<file path="src/pmc_pkg.sv">
// Package with constants and types shared by the power mode control ends
package pmc_pkg;
  localparam logic [7:0] PMC_POWER_CONTROL_ADDR = 8'h87;
  localparam logic [7:0] PMC_POWER_CONTROL_RESET = 8'h00;
  localparam int PMC_BIT_BAUD_DOUBLE = 7;
  localparam int PMC_BIT_AUX_RAM_OFF = 6;
  localparam int PMC_BIT_STROBE_SUPPRESS = 5;
  localparam int PMC_BIT_WDOG_UNLOCK = 4;
  localparam int PMC_BIT_SPARE_B = 3;
  localparam int PMC_BIT_SPARE_A = 2;
  localparam int PMC_BIT_DEEP_SLEEP = 1;
  localparam int PMC_BIT_LIGHT_SLEEP = 0;
  localparam int PMC_AUX_RAM_BYTES = 768;
  // Watchdog restart delay in machine cycles, one machine cycle is 12 clocks
  localparam int PMC_WDOG_RESTART_MC = 3;
  localparam int PMC_CLKS_PER_MC = 12;
  localparam logic [5:0] PMC_WDOG_RESTART_CLKS = 6'(PMC_WDOG_RESTART_MC * PMC_CLKS_PER_MC);
  // Least external reset length ending idle: 24 oscillator periods
  localparam int PMC_EXT_RESET_MIN_OSC = 24;
  localparam int PMC_CLK_PERIOD_NS = 10;
  localparam int PMC_PLL_RESET_MIN_NS = 1000;
  localparam int PMC_PLL_RESET_MIN_CLKS = (PMC_PLL_RESET_MIN_NS + PMC_CLK_PERIOD_NS - 1)
    / PMC_CLK_PERIOD_NS;
  localparam int PMC_PLL_RESTART_MS = 63;
  localparam int PMC_PLL_RESTART_CLKS = PMC_PLL_RESTART_MS * 1000000 / PMC_CLK_PERIOD_NS;

  typedef enum logic [1:0] {
    PMC_RUN = 2'b00,
    PMC_IDLE = 2'b01,
    PMC_DOWN = 2'b10,
    PMC_RESTART = 2'b11
  } pmc_mode_e;
endpackage

</file>
<file path="src/pmc_if.sv">
// Interface joining the power mode controller to the core and interrupt side
`timescale 1ns/100ps
`default_nettype none
interface pmc_if;
  logic [7:0] sfr_addr;
  logic [7:0] sfr_wdata;
  logic sfr_wr;
  logic sfr_rd;
  logic [7:0] sfr_rdata;
  logic wdog_load;
  logic wake_irq;
  logic idle_irq;
  logic blocked_by_prio;
  logic wdog_reset;
  logic ext_reset;
  logic cpu_halt;
  logic [1:0] mode;
  modport device (
    input sfr_addr, sfr_wdata, sfr_wr, sfr_rd, wdog_load, wake_irq, idle_irq,
    blocked_by_prio, wdog_reset, ext_reset,
    output sfr_rdata, cpu_halt, mode
  );
  modport core (
    output sfr_addr, sfr_wdata, sfr_wr, sfr_rd, wdog_load, wake_irq, idle_irq,
    blocked_by_prio, wdog_reset, ext_reset,
    input sfr_rdata, cpu_halt, mode
  );
endinterface
`default_nettype wire

</file>
<file path="src/pmc_device.sv">
// Power control register and idle / power-down sequencer
//
// The address-and-strobe port was left to the implementer.
`timescale 1ns/100ps
`default_nettype none
module pmc_device
  import pmc_pkg::*;
(
  input wire logic core_clk_i,
  input wire logic srst_i,
  pmc_if.device bus,
  input wire logic wdog_enable_pin_n_i,
  input wire logic crystal_select_i,
  input wire logic keep_slow_osc_i,
  input wire logic ext_code_i,
  input wire logic addr_latch_strobe_i,
  input wire logic prog_store_strobe_i,
  input wire logic [7:0] port2_latch_i,
  input wire logic [7:0] port2_addr_i,
  output logic baud_double_o,
  output logic aux_ram_off_o,
  output logic watchdog_reload_unlock_o,
  output logic addr_latch_strobe_o,
  output logic prog_store_strobe_o,
  output logic [7:0] port2_o,
  output logic port0_float_o,
  output logic i2c_float_o,
  output logic pwm_high_o,
  output logic timer2_reset_o,
  output logic adc_abort_o,
  output logic sys_clk_stop_o,
  output logic hf_osc_stop_o,
  output logic slow_osc_run_o
);
  typedef struct packed {
    logic [7:0] power_control;
    pmc_mode_e mode;
    logic [5:0] restart_cnt;
    logic [7:0] rdata;
    logic [1:0] ew_sync;
  } pmc_state_s;

  pmc_state_s st;
  pmc_state_s next_st;
  logic ew_high;
  logic [7:0] wr_val;

  assign ew_high = st.ew_sync[1];

  always_comb
  begin
    next_st = st;
    wr_val = bus.sfr_wdata;
    next_st.ew_sync = {st.ew_sync[0], wdog_enable_pin_n_i};
    next_st.rdata = 8'h00;
    if (bus.sfr_rd && bus.sfr_addr == PMC_POWER_CONTROL_ADDR)
    begin
      next_st.rdata = st.power_control;
    end
    if (bus.sfr_wr && bus.sfr_addr == PMC_POWER_CONTROL_ADDR)
    begin
      // Power-down refused while the watchdog pin enables it
      if (!ew_high)
      begin
        wr_val[PMC_BIT_DEEP_SLEEP] = st.power_control[PMC_BIT_DEEP_SLEEP];
      end
      next_st.power_control = wr_val;
    end
    if (bus.wdog_load)
    begin
      next_st.power_control[PMC_BIT_WDOG_UNLOCK] = 1'b0;
    end
    unique case (st.mode)
      PMC_RUN:
      begin
        if (st.power_control[PMC_BIT_DEEP_SLEEP])
        begin
          next_st.mode = PMC_DOWN;
        end
        else if (st.power_control[PMC_BIT_LIGHT_SLEEP])
        begin
          next_st.mode = PMC_IDLE;
        end
      end
      PMC_IDLE:
      begin
        if (bus.idle_irq && !bus.blocked_by_prio)
        begin
          next_st.power_control[PMC_BIT_LIGHT_SLEEP] = 1'b0;
          next_st.mode = PMC_RUN;
        end
      end
      PMC_DOWN:
      begin
        // Wake keeps SFRs and RAM untouched except the power-down bit and, when blocked, the idle bit
        if (bus.wake_irq)
        begin
          next_st.power_control[PMC_BIT_DEEP_SLEEP] = 1'b0;
          if (bus.blocked_by_prio)
          begin
            next_st.power_control[PMC_BIT_LIGHT_SLEEP] = 1'b1;
            next_st.mode = PMC_IDLE;
          end
          else
          begin
            next_st.mode = PMC_RUN;
          end
        end
      end
      PMC_RESTART:
      begin
        if (st.restart_cnt == 6'h00)
        begin
          next_st.mode = PMC_RUN;
        end
        else
        begin
          next_st.restart_cnt = st.restart_cnt - 6'h01;
        end
      end
    endcase
    // Watchdog reset clears SFRs and restarts after three machine cycles
    if (bus.wdog_reset)
    begin
      next_st.power_control = PMC_POWER_CONTROL_RESET;
      next_st.mode = PMC_RESTART;
      next_st.restart_cnt = PMC_WDOG_RESTART_CLKS - 6'h01;
    end
    // External reset clears SFRs; RAM lives outside this block
    if (bus.ext_reset)
    begin
      next_st.power_control = PMC_POWER_CONTROL_RESET;
      next_st.mode = PMC_RUN;
      next_st.restart_cnt = 6'h00;
    end
  end

  always_ff @(posedge core_clk_i)
  begin
    if (srst_i)
    begin
      st.power_control <= PMC_POWER_CONTROL_RESET;
      st.mode <= PMC_RUN;
      st.restart_cnt <= 6'h00;
      st.rdata <= 8'h00;
      st.ew_sync <= 2'b00;
    end
    else
    begin
      st <= next_st;
    end
  end

  logic idle_m;
  logic down_m;
  assign idle_m = (st.mode == PMC_IDLE);
  assign down_m = (st.mode == PMC_DOWN);

  assign bus.sfr_rdata = st.rdata;
  assign bus.mode = st.mode;
  // CPU frozen, its state held by the halt
  assign bus.cpu_halt = idle_m || down_m || st.mode == PMC_RESTART;
  assign baud_double_o = st.power_control[PMC_BIT_BAUD_DOUBLE];
  assign aux_ram_off_o = st.power_control[PMC_BIT_AUX_RAM_OFF];
  assign watchdog_reload_unlock_o = st.power_control[PMC_BIT_WDOG_UNLOCK];
  always_comb
  begin
    if (down_m)
    begin
      addr_latch_strobe_o = 1'b0;
      prog_store_strobe_o = 1'b0;
    end
    else if (idle_m)
    begin
      addr_latch_strobe_o = 1'b1;
      prog_store_strobe_o = 1'b1;
    end
    else
    begin
      addr_latch_strobe_o = addr_latch_strobe_i && !st.power_control[PMC_BIT_STROBE_SUPPRESS];
      prog_store_strobe_o = prog_store_strobe_i;
    end
  end
  // Port 2 shows latch data in power-down, address otherwise when external
  assign port2_o = (ext_code_i && !down_m) ? port2_addr_i : port2_latch_i;
  assign port0_float_o = ext_code_i && (idle_m || down_m);
  assign i2c_float_o = down_m;
  assign pwm_high_o = idle_m || down_m;
  assign timer2_reset_o = idle_m;
  assign adc_abort_o = idle_m;
  assign sys_clk_stop_o = down_m;
  assign hf_osc_stop_o = down_m || !crystal_select_i;
  assign slow_osc_run_o = !crystal_select_i && (!down_m || keep_slow_osc_i);
endmodule
`default_nettype wire

</file>
<file path="src/flat_wrapper.sv">
// flat-port wrapper written by rule: the top's interface ports become plain ports
module pmc_device_flat import pmc_pkg::*;
  (core_clk_i, srst_i, wdog_enable_pin_n_i, crystal_select_i, keep_slow_osc_i, ext_code_i, addr_latch_strobe_i, prog_store_strobe_i, port2_latch_i, port2_addr_i, baud_double_o, aux_ram_off_o, watchdog_reload_unlock_o, addr_latch_strobe_o, prog_store_strobe_o, port2_o, port0_float_o, i2c_float_o, pwm_high_o, timer2_reset_o, adc_abort_o, sys_clk_stop_o, hf_osc_stop_o, slow_osc_run_o, bus_sfr_addr, bus_sfr_wdata, bus_sfr_wr, bus_sfr_rd, bus_wdog_load, bus_wake_irq, bus_idle_irq, bus_blocked_by_prio, bus_wdog_reset, bus_ext_reset, bus_sfr_rdata, bus_cpu_halt, bus_mode);
  pmc_if bus_i ();
  input wire logic core_clk_i;
  input wire logic srst_i;
  input wire logic wdog_enable_pin_n_i;
  input wire logic crystal_select_i;
  input wire logic keep_slow_osc_i;
  input wire logic ext_code_i;
  input wire logic addr_latch_strobe_i;
  input wire logic prog_store_strobe_i;
  input wire logic [7:0] port2_latch_i;
  input wire logic [7:0] port2_addr_i;
  output logic baud_double_o;
  output logic aux_ram_off_o;
  output logic watchdog_reload_unlock_o;
  output logic addr_latch_strobe_o;
  output logic prog_store_strobe_o;
  output logic [7:0] port2_o;
  output logic port0_float_o;
  output logic i2c_float_o;
  output logic pwm_high_o;
  output logic timer2_reset_o;
  output logic adc_abort_o;
  output logic sys_clk_stop_o;
  output logic hf_osc_stop_o;
  output logic slow_osc_run_o;
  input wire logic [$bits(bus_i.sfr_addr)-1:0] bus_sfr_addr;
  input wire logic [$bits(bus_i.sfr_wdata)-1:0] bus_sfr_wdata;
  input wire logic [$bits(bus_i.sfr_wr)-1:0] bus_sfr_wr;
  input wire logic [$bits(bus_i.sfr_rd)-1:0] bus_sfr_rd;
  input wire logic [$bits(bus_i.wdog_load)-1:0] bus_wdog_load;
  input wire logic [$bits(bus_i.wake_irq)-1:0] bus_wake_irq;
  input wire logic [$bits(bus_i.idle_irq)-1:0] bus_idle_irq;
  input wire logic [$bits(bus_i.blocked_by_prio)-1:0] bus_blocked_by_prio;
  input wire logic [$bits(bus_i.wdog_reset)-1:0] bus_wdog_reset;
  input wire logic [$bits(bus_i.ext_reset)-1:0] bus_ext_reset;
  output wire logic [$bits(bus_i.sfr_rdata)-1:0] bus_sfr_rdata;
  output wire logic [$bits(bus_i.cpu_halt)-1:0] bus_cpu_halt;
  output wire logic [$bits(bus_i.mode)-1:0] bus_mode;
  assign bus_i.sfr_addr = bus_sfr_addr;
  assign bus_i.sfr_wdata = bus_sfr_wdata;
  assign bus_i.sfr_wr = bus_sfr_wr;
  assign bus_i.sfr_rd = bus_sfr_rd;
  assign bus_i.wdog_load = bus_wdog_load;
  assign bus_i.wake_irq = bus_wake_irq;
  assign bus_i.idle_irq = bus_idle_irq;
  assign bus_i.blocked_by_prio = bus_blocked_by_prio;
  assign bus_i.wdog_reset = bus_wdog_reset;
  assign bus_i.ext_reset = bus_ext_reset;
  assign bus_sfr_rdata = bus_i.sfr_rdata;
  assign bus_cpu_halt = bus_i.cpu_halt;
  assign bus_mode = bus_i.mode;
  pmc_device u_core (.core_clk_i(core_clk_i), .srst_i(srst_i), .bus(bus_i), .wdog_enable_pin_n_i(wdog_enable_pin_n_i), .crystal_select_i(crystal_select_i), .keep_slow_osc_i(keep_slow_osc_i), .ext_code_i(ext_code_i), .addr_latch_strobe_i(addr_latch_strobe_i), .prog_store_strobe_i(prog_store_strobe_i), .port2_latch_i(port2_latch_i), .port2_addr_i(port2_addr_i), .baud_double_o(baud_double_o), .aux_ram_off_o(aux_ram_off_o), .watchdog_reload_unlock_o(watchdog_reload_unlock_o), .addr_latch_strobe_o(addr_latch_strobe_o), .prog_store_strobe_o(prog_store_strobe_o), .port2_o(port2_o), .port0_float_o(port0_float_o), .i2c_float_o(i2c_float_o), .pwm_high_o(pwm_high_o), .timer2_reset_o(timer2_reset_o), .adc_abort_o(adc_abort_o), .sys_clk_stop_o(sys_clk_stop_o), .hf_osc_stop_o(hf_osc_stop_o), .slow_osc_run_o(slow_osc_run_o));
endmodule
</file>
<file path="config.mk">
export PLATFORM = sky130hd
export DESIGN_NAME = pmc_device_flat
export DESIGN_NICKNAME = d
export VERILOG_FILES = /design/src/pmc_pkg.sv /design/src/pmc_if.sv /design/src/pmc_device.sv /design/src/flat_wrapper.sv
export SDC_FILE = /design/constraint.sdc
export NUM_CORES = 1
export LEC_CHECK = 0
export CORE_MARGIN = 2
export CORE_UTILIZATION = 47
export CTS_CLUSTER_SIZE = 40
export DETAILED_ROUTE_END_ITERATION = 16
export DONT_BUFFER_PORTS = 1
export GPL_ROUTABILITY_DRIVEN = 0
export GPL_TIMING_DRIVEN = 0
export SKIP_CTS_REPAIR_TIMING = 1
export SLEW_MARGIN = 20
export SYNTH_ARGS = -nofsm -noshare
export SYNTH_HDL_FRONTEND = slang
export SYNTH_SLANG_ARGS = --single-unit
</file>
<file path="constraint.sdc">
create_clock -name core_clk_i -period 4.71 [get_ports core_clk_i]
set_input_delay 0.471 -clock core_clk_i [delete_from_list [all_inputs] [get_ports core_clk_i]]
set_output_delay 0.471 -clock core_clk_i [all_outputs]
set_load 0.02 [all_outputs]
</file>
==> metrics.log, run 1 <==
[metrics] FF-to-FF setup slack: 2.64 ns
[metrics] number of vias per cell after detailed routing: 5.54
[metrics] Detailed Place HPWL: 2230 um
[metrics] total number of yosys warnings: 0
[metrics] Seq pwr share: 0.549
[metrics] DRC: 0
[metrics] Synth Cell Area: 1390 um^2
[metrics] FFs w/ async S/R, synth: 0
[metrics] power density cells: 281 nW/um^2
[metrics] share of the yosys chip area belonging to registers: 0.374
[metrics] RSZ-0062 raised after global routing: no
[metrics] Crit-path slowest cell: sky130_fd_sc_hd__mux2_2
[metrics] maximum root-to-sink buffer count: 2
[metrics] fraction of power consumed by combinational cells: 0.183
[metrics] relative area change from synthesis to final layout: 5.40%
[metrics] total number of placement rows: 19
[metrics] DRT iter0 DRCs: 28
[metrics] final count of hold timing violations: 0
[metrics] run status: finished, final reports clean
[metrics] GRT met3 Usage: 0.0549
[metrics] most frequently used flop master after synthesis: sky130_fd_sc_hd__dfxtp_1
[metrics] die extent in x: 58.4 um
[metrics] Critical Path, Cell by Cell: inv_1, ha_1, clkbuf_1, nand2b_1, buf_2, mux2_2
[metrics] number of synthesized flops with an enable pin: 0
[metrics] top-level I/O count: 80
[metrics] residual antenna-violating net count after detailed routing: 0
[metrics] DR vias: around 990
[metrics] count of inserted antenna diode cells: 0
[metrics] Int Pwr: 298 uW
[metrics] post-synthesis average cell area: 9.73 um^2
[metrics] first-pass iteration count of the detailed router: 4
[metrics] gate count after technology mapping: approximately 140
[metrics] die boundary height: around 58 um
[metrics] Worst IR Drop VDD: 0.164 mV
[metrics] full die area: 3410 um^2
[metrics] wire length of the first global-routing pass: 4200 um
[metrics] fin cells: about 180
[metrics] layout cell share with drive strength beyond 1: 0.238
[metrics] number of buffers and inverters on the critical path: 3
[metrics] starting density of the core: 0.500
[metrics] clock buffer count from CTS: 3
[metrics] clock insertion delay at the later pin of the skew report: between 0.3 and 0.4 ns
[metrics] cell accounting for the most synthesized area: sky130_fd_sc_hd__dfxtp_1
[metrics] ranking of synthesized cells by area: sky130_fd_sc_hd__dfxtp_1, sky130_fd_sc_hd__buf_4, sky130_fd_sc_hd__mux2_2
[metrics] vias in the first global route: about 1,000
[metrics] final worst-path cycle share: 0.596
[metrics] endpoint type of the worst setup path: primary output
[metrics] fraction of synthesized cell area taken by the top area cell type: 0.374
[metrics] cell chosen for the clock root: sky130_fd_sc_hd__clkbuf_4
[metrics] global route total overflow: 0
[metrics] Setup Crit Path Kind: register to primary output
[metrics] worst path arrival time: 2.33 ns
[metrics] net switching component of the power: 113 uW
[metrics] number of nets in the layout: 202
[metrics] Slew Viols, Final: 0
[metrics] TritonCTS clock tree: yes
[metrics] slowest cell delay on critical path: 0.42 ns
[metrics] initial antenna violation count: 0
[metrics] layout filler cell count: roughly 270
[metrics] WP data required: between 4 and 5 ns
[metrics] setup total negative slack: 0 ns
[metrics] CTS sink cnt: 26
[metrics] static power due to leakage: 0.633 nW
[metrics] area of the core: 2780 um^2
[metrics] critical path fanouts, max: 10
[metrics] routed length per instance: about 15 um
[metrics] count of different cell masters after synthesis: 38
[metrics] share of the core filled with cells: 0.527
[metrics] input/output buffers: 0
[metrics] deepest level of the CTS H-tree: 1
[metrics] Max Cap Violations: 0
[metrics] nature of the critical path startpoint: register
[metrics] DRT Wirelength: 2730 um
[metrics] Largest delay share family, worst path: buffers and inverters
[metrics] Max Fclk: 0.356 GHz
[metrics] clock transition at the registers of the reported paths: roughly 0.14 ns
[metrics] most used standard cells in the synthesized netlist: sky130_fd_sc_hd__dfxtp_1, sky130_fd_sc_hd__nor2_1, sky130_fd_sc_hd__buf_4, sky130_fd_sc_hd__and2_1
[metrics] met2 track demand over resource: 0.297
[metrics] global-route usage over all layers: 0.162
[metrics] clock skew after layout: around 0.0087 ns
[metrics] worst-case hold slack: 0.197 ns
[metrics] Post-Synthesis Net Count: 197
[metrics] total instance count after detailed placement: approximately 170
[metrics] maximum number of pins on one net before global-route repair: 15
[metrics] switching part of the total: 0.276
[metrics] post-layout min period: between 2 and 3 ns
[metrics] most numerous cell in the Yosys netlist: sky130_fd_sc_hd__dfxtp_1
[metrics] min-delay worst type: input pin to register
[metrics] normalized max-slew margin: 0.560
[metrics] grt met1 use: 0.171
[metrics] final count of negative-setup-slack endpoints: 0
[metrics] total of flip-flops plus latches after synthesis: 26
[metrics] clock share of power: 0.268
[metrics] slew at the pin with the worst max-slew slack: 0.651 ns
[metrics] Top Usage Layer GRT: met2
-- routing by layer --
layer / part of all wire / up-vias / wire length (um)
met5: 0 / - / 0
met3: 0.096 / 2 / 262
met1: 0.40 / 430 / 1100
met2: 0.49 / 67 / 1350
li1: - / 487 / -
met4: 0.0062 / 0 / 17
-- layout make-up --
type,instances,area [um^2],area share
Buffer,16,106,0.0725
Clock buffer,4,36.3,0.0247
Inverter,8,30.0,0.0205
Multi-Input combinational cell,93,734,0.501
Sequential cell,26,520,0.355
Tap cell,31,38.8,0.0265
-- placed cells by master (no fill, tap or decap), types with 2 or more instances in the layout --
master                     Yosys  final
sky130_fd_sc_hd__nand4_1       3      3
sky130_fd_sc_hd__inv_1         8      8
sky130_fd_sc_hd__nor3_1        2      2
sky130_fd_sc_hd__o211ai_1      2      2
sky130_fd_sc_hd__mux2i_1       8      8
sky130_fd_sc_hd__xor2_1        3      3
sky130_fd_sc_hd__a211oi_1      2      2
sky130_fd_sc_hd__clkbuf_4      0      3
sky130_fd_sc_hd__o21a_1        2      2
sky130_fd_sc_hd__dfxtp_1      26     26
sky130_fd_sc_hd__a21oi_1       5      5
sky130_fd_sc_hd__mux2_2        8      8
sky130_fd_sc_hd__and2_1        9      9
sky130_fd_sc_hd__ha_1          6      6
sky130_fd_sc_hd__nor2_1       16     16
sky130_fd_sc_hd__clkbuf_1      3      3
sky130_fd_sc_hd__and4b_1       2      2
sky130_fd_sc_hd__buf_4        12     12
sky130_fd_sc_hd__nor2b_1       2      2
sky130_fd_sc_hd__nand2b_1      4      4
sky130_fd_sc_hd__xnor2_1       2      2
-- flip-flops by register name, indices dropped and copies added (netlist names) --
name                             cells
u_core.aux_ram_off_o                 1
u_core.baud_double_o                 1
u_core.bus.mode                      2
u_core.bus.sfr_rdata                 8
u_core.ew_high                       1
u_core.next_st                       1
u_core.st                           11
u_core.watchdog_reload_unlock_o      1
-- through the flow --
stage	setup slack (ns)	area, um^2	total power [mW]
after detailed placement	2.27	1430	0.307
after global routing	1.71	1470	0.433
after CTS	1.87	1470	0.417
after global placement	2.27	1430	0.306
after floorplan	2.48	1390	0.298
final	1.90	1470	0.412
-- cell families after synthesis --
family,synth area share
and+or+nand+nor,0.197
buffers and inverters,0.0980
adders and majority gates,0.0540
muxes,0.122
xor gates and xnor gates,0.0315
DFF,0.374
AOI/OAI and AO/OA,0.123
-- power groups by stage --
| stage | Sequential (mW) | Combinational, mW | Clock [mW] |
|---|---|---|---|
| CTS | 0.226 | 0.0760 | 0.115 |
| finish | 0.226 | 0.0753 | 0.110 |
| global route | 0.227 | 0.0810 | 0.125 |
| floorplan | 0.230 | 0.0678 | 0 |
| detailed placement | 0.231 | 0.0756 | 0 |
| global placement | 0.231 | 0.0754 | 0 |
-- worst paths after layout --
path / start / end / cells past startpoint
setup / recovery: u_core.bus.mode[0]$_SDFFE_PP0P_ / port2_o[3] / 6
hold / removal: bus_ext_reset / u_core.bus.mode[1]$_SDFFE_PP0P_ / 1
setup reg to reg: u_core.bus.mode[0]$_SDFFE_PP0P_ / u_core.bus.mode[0]$_SDFFE_PP0P_ / 6
hold reg to reg: u_core.st[20]$_SDFFE_PP0N_ / u_core.bus.sfr_rdata[2]$_SDFF_PP0_ / 1
-- worst reg2reg max path: stages (launching register included) --
cell                       delay [ns]
sky130_fd_sc_hd__dfxtp_1         0.45
sky130_fd_sc_hd__inv_1           0.11
sky130_fd_sc_hd__ha_1            0.31
sky130_fd_sc_hd__clkbuf_1        0.28
sky130_fd_sc_hd__a221oi_4        0.39
sky130_fd_sc_hd__nand2_2         0.11
sky130_fd_sc_hd__o311a_1         0.34
(Power assumes the default switching activity.)
==> run 2: changes to the inputs <==
--- a/config.mk
+++ b/config.mk
@@ -5,6 +5,7 @@
 export SDC_FILE = /design/constraint.sdc
 export NUM_CORES = 1
 export LEC_CHECK = 0
+export ABC_AREA = 1
 export CORE_MARGIN = 2
 export CORE_UTILIZATION = 47
 export CTS_CLUSTER_SIZE = 40
==> constraint.sdc (replaced) <==
create_clock -name core_clk_i -period 2.5 [get_ports core_clk_i]
set_input_delay 0.25 -clock core_clk_i [delete_from_list [all_inputs] [get_ports core_clk_i]]
set_output_delay 0.25 -clock core_clk_i [all_outputs]
set_load 0.02 [all_outputs]
==> metrics.log, run 2 <==
[metrics] normalized max-slew margin: 0.715 (+0.155)
[metrics] Seq pwr share: 0.503 (-0.046)
[metrics] DRT Wirelength: 3290 um (+20%)
[metrics] FFs w/ async S/R, synth: 0 (unchanged)
[metrics] CTS sink cnt: 26 (unchanged)
[metrics] Int Pwr: 626 uW (+110%)
[metrics] most common library cell in the layout ignoring fill and taps: sky130_fd_sc_hd__inv_1
[metrics] final count of hold timing violations: 0 (unchanged)
[metrics] DRC: 0 (unchanged)
[metrics] cell chosen for the clock root: sky130_fd_sc_hd__clkbuf_4
[metrics] fraction of synthesized cell area taken by the top area cell type: 0.357 (-0.0167)
[metrics] Largest register FFs: 11 (unchanged)
[metrics] number of nets in the layout: 257 (+27%)
[metrics] clock buffer count from CTS: 3 (unchanged)
[metrics] maximum number of pins on one net before global-route repair: 16 (+1)
[metrics] DRT iter0 DRCs: 24 (-14%)
[metrics] total number of yosys warnings: 0 (unchanged)
[metrics] most frequently used flop master after synthesis: sky130_fd_sc_hd__dfxtp_1
[metrics] slew at the pin with the worst max-slew slack: 0.426 ns (-0.225 ns)
[metrics] footprint of the multi-input gates: 706 um^2 (-3.9%)
[metrics] first-pass iteration count of the detailed router: 4 (unchanged)
[metrics] wire length of the first global-routing pass: 5340 um (+27%)
[metrics] Slew Viols, Final: 0 (unchanged)
[metrics] residual antenna-violating net count after detailed routing: 0 (unchanged)
[metrics] total number of placement rows: 20 (+1)
[metrics] global route total overflow: 0 (unchanged)
[metrics] share of the yosys chip area belonging to registers: 0.357 (-0.0167)
[metrics] Worst IR Drop VDD: 0.305 mV (+86%)
[metrics] post-layout power: 845 uW (+110%)
[metrics] Register-to-Register Path Depth: 9 (+3)
[metrics] static power due to leakage: 0.702 nW (+11%)
[metrics] WP data required: 2.25 ns (-1.99 ns)
[metrics] area occupied by registers: 520 um^2 (unchanged)
[metrics] most used standard cells in the synthesized netlist: sky130_fd_sc_hd__inv_1, sky130_fd_sc_hd__nor2_1, sky130_fd_sc_hd__dfxtp_1, sky130_fd_sc_hd__nand2_1, sky130_fd_sc_hd__a21oi_1
[metrics] full die area: 3560 um^2 (+4.3%)
[metrics] post-layout min period: 2.17 ns
[metrics] most numerous cell in the Yosys netlist: sky130_fd_sc_hd__inv_1
[metrics] cell accounting for the most synthesized area: sky130_fd_sc_hd__dfxtp_1
[metrics] clock transition at the registers of the reported paths: 0.14 ns (about the same)
[metrics] count of different cell masters after synthesis: 27 (-29%)
[metrics] area of the core: 3000 um^2 (+8.0%)
[metrics] die boundary height: 59.7 um (+2.1%)
[metrics] total of flip-flops plus latches after synthesis: 26 (unchanged)
[metrics] vias in the first global route: 1,188 (+20%)
[metrics] top-level I/O count: 80 (unchanged)
[metrics] endpoint type of the worst setup path: primary output
[metrics] Detailed Place HPWL: 2690 um (+20%)
[metrics] starting density of the core: 0.485 (-0.0152)
[metrics] WHS Path Cells: 2 (+1)
[metrics] initial antenna violation count: 0 (unchanged)
[metrics] critical path fanouts, max: 8 (-2)
[metrics] Max Fclk: between 0.4 and 0.5 GHz
[metrics] DR vias: 1,228 (+25%)
[metrics] layout filler cell count: 304 (+13%)
[metrics] global-route usage over all layers: 0.200 (+0.0371)
[metrics] Max Cap Violations: 0 (unchanged)
[metrics] relative area change from synthesis to final layout: 7.30%
[metrics] clock share of power: 0.339 (+0.071)
[metrics] Post-Synthesis Net Count: 251 (+27%)
[metrics] Setup Crit Path Kind: register to primary output
[metrics] clock skew after layout: 0.00838 ns (-0.000320 ns)
[metrics] gate count after technology mapping: 197 (+38%)
[metrics] deepest level of the CTS H-tree: 1 (unchanged)
[metrics] number of synthesized flops with an enable pin: 0 (unchanged)
[metrics] post-synthesis average cell area: 7.39 um^2 (-24%)
[metrics] nature of the critical path startpoint: register
[metrics] run status: finished, final reports clean
[metrics] ranking of synthesized cells by area: sky130_fd_sc_hd__dfxtp_1, sky130_fd_sc_hd__inv_1, sky130_fd_sc_hd__nor2_1
[metrics] FF-to-FF setup slack: 0.92 ns (-1.72 ns)
[metrics] power density cells: 541 nW/um^2 (+93%)
[metrics] maximum root-to-sink buffer count: 2 (unchanged)
[metrics] fraction of power consumed by combinational cells: 0.159 (-0.024)
[metrics] min-delay worst type: input pin to register
[metrics] setup total negative slack: 0 ns (unchanged)
[metrics] number of vias per cell after detailed routing: 5.23 (-5.7%)
[metrics] count of inserted antenna diode cells: 0 (unchanged)
[metrics] net switching component of the power: 219 uW (+93%)
[metrics] final count of negative-setup-slack endpoints: 0 (unchanged)
[metrics] worst path arrival time: 1.92 ns (-0.41 ns)
[metrics] TritonCTS clock tree: yes
[metrics] die extent in x: 59.7 um (+2.1%)
[metrics] routed length per instance: 14.0 um (-8.9%)
[metrics] highest-count cells in the layout ignoring fill and taps: sky130_fd_sc_hd__inv_1, sky130_fd_sc_hd__nor2_1, sky130_fd_sc_hd__dfxtp_1, sky130_fd_sc_hd__nand2_1, sky130_fd_sc_hd__a21oi_1
[metrics] final worst-path cycle share: 0.868
[metrics] RSZ-0062 raised after global routing: no
[metrics] largest reg by FF count: u_core.st
[metrics] switching part of the total: 0.259 (-0.0168)
[metrics] Synth Cell Area: 1460 um^2 (+4.7%)
[metrics] clock insertion delay at the later pin of the skew report: 0.32 ns (about the same)
[metrics] input/output buffers: 0 (unchanged)
[metrics] layout cell share with drive strength beyond 1: 0.188 (-0.0500)
run 2: final timing paths:
path,startpoint,endpoint
worst min register to register,u_core.next_st[1]$_SDFF_PP0_,u_core.ew_high$_SDFF_PP0_
worst min-delay path,wdog_enable_pin_n_i,u_core.next_st[1]$_SDFF_PP0_
worst max-delay path,u_core.bus.mode[0]$_SDFFE_PP0P_,port2_o[5]
worst max register to register,u_core.bus.mode[0]$_SDFFE_PP0P_,u_core.bus.mode[0]$_SDFFE_PP0P_
run 2: worst max-delay path, stage by stage (launching register included):
cell                      delay, ns
sky130_fd_sc_hd__dfxtp_1       0.36
sky130_fd_sc_hd__inv_1         0.13
sky130_fd_sc_hd__ha_2          0.35
sky130_fd_sc_hd__inv_1         0.16
sky130_fd_sc_hd__nand2_2       0.18
sky130_fd_sc_hd__mux2_2        0.42
run 2: routing by layer:
layer,GRT usage,up-vias,share of wire
li1,-,624,-
met1,0.227,546,0.41
met2,0.349,51,0.51
met3,0.0563,7,0.065
met4,0.0794,0,0.014
met5,0,-,0
run 2: cell families (layout without fill, tap and decap cells):
logic type | Yosys count | in the layout | synth area share
flops | 26 | 26 | 0.357
buf+inv | 48 | 53 | 0.160
fa+ha+maj | 6 | 6 | 0.0515
compound gates | 26 | 26 | 0.0962
xor+xnor | 1 | 1 | 0.00601
simple gates | 82 | 82 | 0.267
mux | 8 | 8 | 0.0619
run 2: cell type report:
cell class,instances,share of cell area
Multi-Input combinational cell,123,0.452
Sequential cell,26,0.333
Inverter,35,0.0841
Buffer,13,0.0649
Tap cell,33,0.0264
Clock inverter,1,0.0192
Clock buffer,3,0.0144
Timing Repair Buffer,1,0.00641
run 2: per-stage QoR:
step	hold WS [ns]	util	cell area (um^2)	std cells	setup WS, ns
3_3_place_gp	0.322	0.499	1500	230	0.523
6_report	0.0243	0.520	1560	235	0.329
3_5_place_dp	0.324	0.499	1500	230	0.490
4_1_cts	-0.0368	0.516	1550	234	0.120
2_1_floorplan	0.321	-	1460	197	0.708
5_1_grt	0.0140	0.520	1560	235	0.171
run 2: power by group through the flow:
stage	combinational, mW	clock, mW	sequential, mW
floorplan	0.116	0	0.433
CTS	0.134	0.292	0.425
global route	0.148	0.315	0.426
global placement	0.131	0	0.433
detailed placement	0.133	0	0.434
finish	0.134	0.286	0.425
